$ cat src/rtl/i2crm_regs.vh
`ifndef I2CRM_REGS_VH
`define I2CRM_REGS_VH
`define I2CRM_SLV_ADDR 7'h50
`define I2CRM_ACK_SLOT 4'h8
`define I2CRM_BIT_ONE 4'h1
`define I2CRM_UPPER_BASE 8'h80
`define I2CRM_UPPER_TOP 8'hff
`define I2CRM_LOWER_BASE 8'h00
`define I2CRM_LOWER_TOP 8'h7f
`define I2CRM_ROW_AW 6
`define I2CRM_ROWS 64
`define I2CRM_LANE_ONE 2'h1
`define I2CRM_NVM_WRITE_TIME_US 10000
`define I2CRM_CLK_MHZ 100
`define I2CRM_CNT_W 24
`define I2CRM_CNT_LAST 24'h000001
`define I2CRM_NVM_CYCLES 24'h0f4240
`endif

$ cat src/rtl/i2crm_mem.v
`timescale 1ns/100ps
`default_nettype none
`include "i2crm_regs.vh"
module i2crm_mem (
  input wire i_mclk,
  input wire i_we,
  input wire [`I2CRM_ROW_AW-1:0] i_waddr,
  input wire [31:0] i_wdata,
  input wire [`I2CRM_ROW_AW-1:0] i_raddr,
  output reg [31:0] o_rdata_q
);
  reg [31:0] mem [0:`I2CRM_ROWS-1];
  integer i;

  // blank array so reads before any programming are defined
  initial begin
    for (i = 0; i < `I2CRM_ROWS; i = i + 1) begin
      mem[i] = 32'h0000_0000;
    end
  end

  // one row word per entry, registered read
  always @(posedge i_mclk) begin
    if (i_we) begin
      mem[i_waddr] <= i_wdata;
    end
    o_rdata_q <= mem[i_raddr];
  end
endmodule
`default_nettype wire

$ cat src/rtl/i2crm_top.v
`timescale 1ns/100ps
`default_nettype none
`include "i2crm_regs.vh"
module i2crm_top #(
  parameter [`I2CRM_CNT_W-1:0] P_NVM_CYCLES = `I2CRM_NVM_CYCLES
) (
  input wire i_mclk,
  input wire i_rst,
  input wire i_scl,
  input wire i_sda,
  input wire i_chip_select_n,
  output reg o_sda_o,
  output reg o_sda_oe,
  output reg o_nvm_busy
);
  localparam [2:0] ST_IDLE = 3'h0;
  localparam [2:0] ST_DEVADDR = 3'h1;
  localparam [2:0] ST_MEMADDR = 3'h2;
  localparam [2:0] ST_WDATA = 3'h3;
  localparam [2:0] ST_RDATA = 3'h4;

  // byte lane of a row word, lane 0 at the low address
  function [7:0] lane_byte;
    input [31:0] word;
    input [1:0] idx;
    begin
      lane_byte = word[idx*8 +: 8];
    end
  endfunction

  // read counter advance, looping inside each memory table
  function [7:0] next_rd;
    input [7:0] a;
    begin
      if (a == `I2CRM_UPPER_TOP) begin
        next_rd = `I2CRM_UPPER_BASE;
      end else if (a == `I2CRM_LOWER_TOP) begin
        next_rd = `I2CRM_LOWER_BASE;
      end else begin
        next_rd = a + 8'h01;
      end
    end
  endfunction

  // two-flop synchronisers plus one delay stage for edges
  reg [1:0] scl_sync_q;
  reg [1:0] sda_sync_q;
  reg [1:0] cs_sync_q;
  reg scl_d_q;
  reg sda_d_q;

  always @(posedge i_mclk or posedge i_rst) begin
    if (i_rst) begin
      scl_sync_q <= 2'h3;
      sda_sync_q <= 2'h3;
      cs_sync_q <= 2'h3;
      scl_d_q <= 1'b1;
      sda_d_q <= 1'b1;
    end else begin
      scl_sync_q <= {scl_sync_q[0], i_scl};
      sda_sync_q <= {sda_sync_q[0], i_sda};
      cs_sync_q <= {cs_sync_q[0], i_chip_select_n};
      scl_d_q <= scl_sync_q[1];
      sda_d_q <= sda_sync_q[1];
    end
  end

  wire scl_s = scl_sync_q[1];
  wire sda_s = sda_sync_q[1];
  wire cs_off = cs_sync_q[1];
  wire scl_rise = scl_s & ~scl_d_q;
  wire scl_fall = ~scl_s & scl_d_q;
  wire start_det = scl_s & scl_d_q & sda_d_q & ~sda_s;
  wire stop_det = scl_s & scl_d_q & ~sda_d_q & sda_s;

  // protocol state
  reg [2:0] state_q;
  reg [3:0] bit_cnt_q;
  reg in_ack_q;
  reg [7:0] shift_q;
  reg [7:0] tx_q;
  reg [7:0] ptr_q;
  // staged row and programming control
  reg [31:0] row_buf_q;
  reg [3:0] row_mask_q;
  reg [`I2CRM_ROW_AW-1:0] row_sel_q;
  reg pend_q;
  reg [`I2CRM_CNT_W-1:0] cnt_q;

  wire [31:0] mem_rdata;
  wire [31:0] merged;
  wire mem_we = o_nvm_busy & (cnt_q == `I2CRM_CNT_LAST);
  wire [`I2CRM_ROW_AW-1:0] mem_raddr = o_nvm_busy ? row_sel_q : ptr_q[7:2];
  wire addr_hit = (shift_q[7:1] == `I2CRM_SLV_ADDR);
  // byte at the read counter, taken when a read byte starts
  wire [7:0] rd_byte = lane_byte(mem_rdata, ptr_q[1:0]);

  // untouched lanes take the stored byte so the whole row is rewritten
  genvar g;
  generate
    for (g = 0; g < 4; g = g + 1) begin : g_merge
      assign merged[g*8 +: 8] = row_mask_q[g] ? row_buf_q[g*8 +: 8] : mem_rdata[g*8 +: 8];
    end
  endgenerate

  i2crm_mem u_mem (
    .i_mclk(i_mclk),
    .i_we(mem_we),
    .i_waddr(row_sel_q),
    .i_wdata(merged),
    .i_raddr(mem_raddr),
    .o_rdata_q(mem_rdata)
  );

  // open-drain pin only ever pulls low
  always @(posedge i_mclk or posedge i_rst) begin
    if (i_rst) begin
      o_sda_o <= 1'b0;
    end else begin
      o_sda_o <= 1'b0;
    end
  end

  // row programming timer, started by stop or a new start
  always @(posedge i_mclk or posedge i_rst) begin
    if (i_rst) begin
      o_nvm_busy <= 1'b0;
      cnt_q <= {`I2CRM_CNT_W{1'b0}};
    end else if (o_nvm_busy) begin
      cnt_q <= cnt_q - `I2CRM_CNT_LAST;
      if (cnt_q == `I2CRM_CNT_LAST) begin
        o_nvm_busy <= 1'b0;
      end
    end else if ((stop_det | start_det) & pend_q) begin
      o_nvm_busy <= 1'b1;
      cnt_q <= P_NVM_CYCLES;
    end
  end

  // byte engine: sampled on scl rise, driven on scl fall
  always @(posedge i_mclk or posedge i_rst) begin
    if (i_rst) begin
      state_q <= ST_IDLE;
      bit_cnt_q <= 4'h0;
      in_ack_q <= 1'b0;
      shift_q <= 8'h00;
      tx_q <= 8'h00;
      ptr_q <= 8'h00;
      row_buf_q <= 32'h0000_0000;
      row_mask_q <= 4'h0;
      row_sel_q <= {`I2CRM_ROW_AW{1'b0}};
      pend_q <= 1'b0;
      o_sda_oe <= 1'b0;
    end else begin
      // staging closes when programming starts
      if ((stop_det | start_det) & pend_q & ~o_nvm_busy) begin
        pend_q <= 1'b0;
      end
      // lane marks stand until the merged row is in memory
      if (mem_we) begin
        row_mask_q <= 4'h0;
      end
      if (cs_off) begin
        state_q <= ST_IDLE;
        o_sda_oe <= 1'b0;
        in_ack_q <= 1'b0;
      end else if (start_det) begin
        state_q <= ST_DEVADDR;
        bit_cnt_q <= 4'h0;
        in_ack_q <= 1'b0;
        o_sda_oe <= 1'b0;
      end else if (stop_det) begin
        state_q <= ST_IDLE;
        o_sda_oe <= 1'b0;
      end else if (state_q != ST_IDLE) begin
        if (scl_rise) begin
          if (bit_cnt_q != `I2CRM_ACK_SLOT) begin
            shift_q <= {shift_q[6:0], sda_s};
            bit_cnt_q <= bit_cnt_q + `I2CRM_BIT_ONE;
          end else if (state_q == ST_RDATA && sda_s) begin
            state_q <= ST_IDLE;
          end
        end else if (scl_fall) begin
          if (bit_cnt_q == `I2CRM_ACK_SLOT && !in_ack_q) begin
            // a whole byte is in: decide and drive acknowledge
            in_ack_q <= 1'b1;
            case (state_q)
              ST_DEVADDR: begin
                if (addr_hit && !o_nvm_busy && !pend_q) begin
                  o_sda_oe <= 1'b1;
                  state_q <= shift_q[0] ? ST_RDATA : ST_MEMADDR;
                end else begin
                  o_sda_oe <= 1'b0;
                  state_q <= ST_IDLE;
                end
              end
              ST_MEMADDR: begin
                o_sda_oe <= 1'b1;
                ptr_q <= shift_q;
                row_sel_q <= shift_q[7:2];
                state_q <= ST_WDATA;
              end
              ST_WDATA: begin
                o_sda_oe <= 1'b1;
                row_buf_q[ptr_q[1:0]*8 +: 8] <= shift_q;
                row_mask_q[ptr_q[1:0]] <= 1'b1;
                pend_q <= 1'b1;
                ptr_q <= {ptr_q[7:2], ptr_q[1:0] + `I2CRM_LANE_ONE};
              end
              ST_RDATA: begin
                o_sda_oe <= 1'b0;
              end
              default: begin
                o_sda_oe <= 1'b0;
                state_q <= ST_IDLE;
              end
            endcase
          end else if (bit_cnt_q == `I2CRM_ACK_SLOT) begin
            // end of acknowledge slot: release or send next byte
            in_ack_q <= 1'b0;
            bit_cnt_q <= 4'h0;
            if (state_q == ST_RDATA) begin
              tx_q <= rd_byte;
              o_sda_oe <= ~rd_byte[7];
              ptr_q <= next_rd(ptr_q);
            end else begin
              o_sda_oe <= 1'b0;
            end
          end else if (state_q == ST_RDATA && bit_cnt_q != 4'h0) begin
            o_sda_oe <= ~tx_q[6];
            tx_q <= {tx_q[6:0], 1'b0};
          end
        end
      end
    end
  end
endmodule
`default_nettype wire

$ cat config.mk
export PLATFORM = sky130hd
export DESIGN_NAME = i2crm_top
export DESIGN_NICKNAME = d
export VERILOG_FILES = /design/src/rtl/i2crm_mem.v /design/src/rtl/i2crm_top.v
export VERILOG_INCLUDE_DIRS = /design/src /design/src/rtl
export SDC_FILE = /design/constraint.sdc
export NUM_CORES = 2
export LEC_CHECK = 0
export BUFFER_PORTS_ARGS = -buffer_cell sky130_fd_sc_hd__buf_2
export CAP_MARGIN = 0
export CORE_MARGIN = 2
export CORE_UTILIZATION = 50
export CTS_CLUSTER_SIZE = 28
export DETAILED_ROUTE_END_ITERATION = 10
export GPL_TIMING_DRIVEN = 1
export HOLD_SLACK_MARGIN = 0.08
export PLACE_DENSITY = 0.72
export SYNTH_ARGS = -nofsm -noshare
export SYNTH_HDL_FRONTEND = slang
export SYNTH_SLANG_ARGS = --single-unit
$ cat constraint.sdc
create_clock -name i_mclk -period 4 [get_ports i_mclk]
set_input_delay 0 -clock i_mclk [delete_from_list [all_inputs] [get_ports i_mclk]]
set_output_delay 0 -clock i_mclk [all_outputs]
set_load 0.005 [all_outputs]
## Word level (Yosys, flattened, before mapping)

Memories as Yosys holds them, arrays and structs flattened. A register that Yosys moved wholly into a read port is not among the register bits.
Index checks and enable logic that the tools add are counted.

| word-level totals | value |
|---|---|
| flip-flop bits (word level) | 108 |
| memory bits (writable) | 2048 |
| bits of input ports | 5 |
| output and inout bits | 3 |
| word-level logic and storage cells | 197 |
| memories kept | 1 |

Memory list:

| name | depth | bits a word | read ports | clocked after Yosys merged registers in | wr ports | RTL line | source |
|---|---|---|---|---|---|---|---|
| u_mem.mem | 64 | 32 | 1 | 1 | 1 | i2crm_mem.v:12 | `` reg [31:0] mem [0:`I2CRM_ROWS-1]; `` |

| cells by class | value |
|---|---|
| add/sub/neg operators | 5 |
| $lt $le $gt $ge | 2 |
| eq/ne operators | 23 |
| shift operators | 3 |
| muxes and demuxes | 82 |
| bitwise logic cells | 24 |
| reductions and logical operators | 38 |

Operators by type and width:

| operator | count |
|---|---|
| 8-bit two-way mux | 9 |
| 4-bit two-way mux | 17 |
| 24-bit two-way mux | 2 |
| 1-bit two-way mux | 34 |
| 5-bit negator with 34-bit output | 1 |
| 8-bit by 34-bit variable shift with 32-bit output (first input constant) | 1 |
| 8-bit by 34-bit variable part select with 32-bit output | 1 |
| 3-bit two-way mux | 11 |
| 32-bit bitwise mux | 1 |
| 32-bit by 6-bit variable part select with 8-bit output | 1 |
| 24-bit by 1-bit == test with 1-bit output (second input constant) | 1 |
| 24-bit by 1-bit subtractor with 24-bit output (second input constant) | 1 |
| 7-bit two-way mux | 3 |
| 9-bit AND reduction | 2 |
| 8-bit one-hot mux with 2 select lines | 1 |
| 8-bit AND reduction | 2 |
| 4-bit nonzero test | 4 |
| 3-bit nonzero test | 5 |
| 1-bit NOT | 12 |
| 6-bit AND reduction | 2 |
| 1-bit AND | 10 |
| 10-bit AND reduction | 1 |
| 2-bit nonzero test | 5 |
| 5-bit nonzero test | 2 |
| 35 further kinds | 48 |

## Depth between registers and ports, before layout

| depth | value |
|---|---|
| word-level depth | 15 |
| depth in mapped cells | 13 |
| mapped depth without buffers | 9 |

## Modules after synthesis

From an unflattened synthesis, not the netlist that was laid out.

| second synthesis, totals | value |
|---|---|
| cells, all modules | 4108 |
| area total of the unflattened synthesis | 85194.2 sq um |

Modules (own cells, without submodules):

| module | times used | cells each | area an instance (sq um) | seq. area each (sq um) |
|---|---|---|---|---|
| i2crm_mem | 1 | 3511 | 79039.6 | 62139.6 |
| i2crm_top | 1 | 597 | 6154.7 | 2712.6 |

## Worst setup path after synthesis

No wires, ideal clock.

| timing | value |
|---|---|
| path type | reg2reg |
| start point | reg cnt_q[8] |
| end point | mem u_mem.mem[62][0], enable pin |
| library setup time | 0.421 ns |
| arrival time | 3.363 ns |
| data required time | 3.579 ns |
| setup slack | 0.215 ns |
| cell stages (with the launch flop) | 7 |
| path buffers | 0 |
| clock period less this slack | 3.785 ns |
| cell sequence | dfrtp_1 > or4_1 > nor3_1 > nand3_1 > nor2_1 > nand3_1 > nor2_1 |

| on the way | value |
|---|---|
| cells in the longest elaborated chain, start to end | 4 |

Ends and longest elaborated chain:

| what | RTL line | source |
|---|---|---|
| from (decl) | i2crm_top.v:88 | `` reg [`I2CRM_CNT_W-1:0] cnt_q; `` |
| from (signal assigned) | i2crm_top.v:128 | `` cnt_q <= {`I2CRM_CNT_W{1'b0}}; `` |
| from (signal assigned) | i2crm_top.v:130 | `` cnt_q <= cnt_q - `I2CRM_CNT_LAST; `` |
| 24-bit by 1-bit == test with 1-bit output (no source line) | -- |  |
| 1-bit AND | i2crm_top.v:92 | `` wire mem_we = o_nvm_busy & (cnt_q == `I2CRM_CNT_LAST); `` |
| 1-bit two-way mux | i2crm_mem.v:24 | `if (i_we) begin` |
| 1-bit two-way mux (implied by the code) | i2crm_mem.v:25 | `mem[i_waddr] <= i_wdata;` |
| to (decl) | i2crm_mem.v:12 |  |

No other way between the ends.

## Worst setup path after layout

| timing | value |
|---|---|
| start point | reg ptr_q[2] |
| end point | reg u_mem.o_rdata_q[27] (read register of u_mem.mem) |

| on the way | value |
|---|---|
| cells in the longest elaborated chain, start to end | 1 |

Ends and longest elaborated chain:

| what | RTL line | source |
|---|---|---|
| from (decl) | i2crm_top.v:82 | `reg [7:0] ptr_q;` |
| from (signal assigned) | i2crm_top.v:199 | `ptr_q <= shift_q;` |
| from (signal assigned) | i2crm_top.v:208 | `` ptr_q <= {ptr_q[7:2], ptr_q[1:0] + `I2CRM_LANE_ONE}; `` |
| from (signal assigned) | i2crm_top.v:225 | `ptr_q <= next_rd(ptr_q);` |
| 6-bit two-way mux | i2crm_top.v:93 | `` wire [`I2CRM_ROW_AW-1:0] mem_raddr = o_nvm_busy ? row_sel_q : ptr_q[7:2]; `` |
| to (decl) | i2crm_mem.v:10 | `output reg [31:0] o_rdata_q` |

No other way between the ends.
A chain may end at the register's enable or synchronous reset.

==> results_dict.tcl <==
set metrics [dict create \
    status "complete, but fails checks" \
    worstSetupPathType "register to register" \
    syn_area_um2 88710 \
    floorplan.initialDensity 0.5031 \
    grt-ovfl-total 0 \
    drt_first_pass_iters 8 \
    hold_violations 0 \
    drc_errors 0 \
    synth_cell_types 99 \
    fin_crit_ps 4109 \
    antenna_left 0 \
    dpl-instance-area_um2 95150 \
    slew_viol_final 0 \
    synth_enable_flop_cells 2048 \
    fin_crit_sh 1.027 \
    multi_input_area_um2 22270 \
    grt_max_degree 91 \
    cpMostUsedCell "buf_4" \
    fin_area_um2 102300 \
    clockBufferDepth 3 \
    ir_worst_vdd_uv 404.2 \
    crit_chain "buf_4, nand2_1, o32ai_4, buf_4, o211ai_1, nand3_1, nor3_1, o21ai_0, o32a_1" \
    clock_power_share 0.450 \
    place.gp.congestion 1.014 \
    worstMarginPinSlew_ps 1465 \
    synth_cells 6600 \
    rows 154 \
    wl_um 310900 \
    yosys.area.top_type "edfxtp_1" \
    maxCapViolCount 1 \
    final_core_util 0.5803 \
    cpLargestDelayFamily "compound AO/OA/AOI/OAI gates" \
    internal-power_uw 36050 \
    synthesis.nets 6620 \
    clkTransAtPathRegs_ps 60 \
    die_h_um 425.2 \
    cp.arrival_ps 4920 \
    whs_ps 311.4 \
    port_buffers 6 \
    synth_most_common_cell "edfxtp_1" \
    crit_buf_inv 2 \
    critPathMaxFanout 25 \
    rr_startpoint "ptr_q[2]$_DFFE_PP0P_" \
    antenna_found_initial 31 \
    grtUsageTotal 0.3378 \
    root_buffer "clkbuf_16" \
    power.leakage_uw 0.02638 \
    ys_ff_latch 2188 \
    cts_buffers 211 \
    min_from "i_scl" \
    finClkSkew_ps 55.84 \
    finalSetupViolations 6 \
    ioPinCount 8 \
    switching_share 0.1986 \
    violations "capacitance limit, setup timing" \
    drive_gt1_frac 0.1361 \
    grt_pass1_wl_um 435100 \
    die_w_um 425.2 \
    setup_tns_ps -443.9 \
    rsz0062_at_grt "no" \
    wl_per_cell_um 33.21 \
    first_iter_violations 12180 \
    slew_headroom 0.01328 \
    insertion_delay_ps 890 \
    synth_ff_type "edfxtp_1" \
    power.switching_uw 8934 \
    yosysWarnings 0 \
    core-area_um2 176300 \
    ys_seq_area_frac 0.7311 \
    async_flop_share 0.04936 \
    startpoint "ptr_q[2]$_DFFE_PP0P_" \
    reg2reg_slack_ps -110 \
    holdCritPathClass "primary input to register" \
    vias 63490 \
    via_per_inst 6.782 \
    pwr-share-seq 0.548 \
    cts.sinks 2188 \
    fillers 13400 \
    setup.worst_path.end_class "register" \
    syn_to_final_growth_pct 15.33 \
    post-dp-hpwl_um 191300 \
    syn_area_per_cell_um2 13.44 \
    grt_pass1_vias 59180 \
    die_area_um2 180800 \
    critPathLaunchType "register" \
    comb_power_share 0.001 \
    max_freq_ghz 0.2434 \
    cts_tree "yes" \
    fin_ws_ps -108.6 \
    htree_levels 4 \
    synthTopCellsByArea "edfxtp_1 (69%), o21ai_0 (4.2%), a21oi_1 (3.6%)" \
    crit_path_top_delay_cell "o21ai_0" \
    slowest_delay_ps 1150 \
    cts_setup_buffers 0 \
    seq_area_um2 64860 \
    power_density_nw_per_um2 439.8 \
    synthTopCellsByCount "edfxtp_1 (2048), o21ai_0 (743), nand2_1 (703), a21oi_1 (637), nor2_1 (525)" \
    required_ps 4810 \
    nets 6852 \
    synth_top_area_frac 0.6933 \
]
-- path summary, 6_finish.rpt --
check,to,cells past startpoint
max in group asynchronous,row_sel_q[0]$_DFFE_PP0P_,5
min in group asynchronous,cnt_q[11]$_DFFE_PP0P_,4
max reg2reg,u_mem.o_rdata_q[27]$_DFF_P_,9
min reg2reg,sda_sync_q[1]$_DFF_PP1_,0
min,scl_sync_q[0]$_DFF_PP1_,3
max,u_mem.o_rdata_q[27]$_DFF_P_,9
-- tightest hold or removal path: stages --
cell and delay [ps]:
dlygate4sd3_1 520, buf_2 90, dlygate4sd3_1 540
-- cells in the final DEF, fill, tap and decap left out, types with 55 or more instances in the layout --
master     synthesis  layout
a211oi_1          75      75
a21oi_1          637     632
a2bb2oi_1         55      55
a31oi_1           56      56
buf_12             0     117
buf_4             13     334
clkbuf_16          0     213
clkinv_1           2      61
dfrtp_1          100      95
edfxtp_1        2048    2048
inv_1             57      56
nand2_1          703     701
nand3_1           70      70
nand3b_1          55      55
nor2_1           525     457
nor2_4             0      67
nor3_1            63      63
o211ai_1         212     212
o21ai_0          743     743
o221ai_1          56      56
o22ai_1          105     102
-- flip-flops by register name (all words and copies together) (netlist names), 3 cells and up --
register         flops
bit_cnt_q            4
cnt_q               24
ptr_q                8
row_buf_q           32
row_mask_q           4
row_sel_q            6
shift_q              8
state_q              3
tx_q                 7
u_mem.mem         2048
u_mem.o_rdata_q     32
-- routing by layer --
| layer | up-vias | GRT usage | part of all wire |
|---|---|---|---|
| li1 | 25860 | - | - |
| met1 | 31200 | 0.4487 | 0.35 |
| met2 | 5412 | 0.4832 | 0.43 |
| met3 | 996 | 0.1080 | 0.15 |
| met4 | 20 | 0.2101 | 0.072 |
| met5 | - | 0 | 0.00055 |
-- through the flow --
step	power [uW]	worst slack, ps	cells
detailed placement	25220	42.89	8950
floorplan	25190	215.4	6600
finish	44990	-108.6	9361
global route	45880	9.771	9355
global placement	25210	60.44	8950
CTS	45010	36.54	9354
-- kinds of logic (layout without fill, tap and decap cells) --
family / Yosys count / count (layout) / share of synthesized area
xor+xnor: 3 / 3 / 0.0002963
compound gates: 2258 / 2258 / 0.1551
other cells: 1 / 7 / 0.00004227
buf+inv: 506 / 921 / 0.02609
flops: 2188 / 2188 / 0.7311
mux: 71 / 71 / 0.01017
fa+ha+maj: 15 / 15 / 0.002116
simple gates: 1558 / 1558 / 0.07511
-- power groups by stage --
| stage | Clock [uW] | Sequential [uW] | Combinational (uW) |
|---|---|---|---|
| 2_1_floorplan | 0 | 25200 | 42.6 |
| 3_3_place_gp | 0 | 25200 | 57.5 |
| 3_5_place_dp | 0 | 25200 | 59.5 |
| 4_1_cts | 20300 | 24700 | 66.0 |
| 5_1_grt | 21100 | 24700 | 73.8 |
| 6_report | 20300 | 24700 | 64.8 |
-- timing repair --
| item | CTS | global route |
|---|---|---|
| hold buffers | 8 | 0 |
| endpoints found under the setup margin | 0 | 4 |
| gates resized for setup | 0 | 4 |
| endpoints found under the hold margin | 111 | 0 |
-- layout make-up --
type,instances,share of cell area
antenna,6,0.0001468
inverter,59,0.002189
multi-input combinational,3906,0.2177
timing repair buffer,466,0.04853
clock buffer,247,0.05345
clock inverter,149,0.01532
sequential,2188,0.6340
tap,2340,0.02862
(Power assumes the default switching activity.)
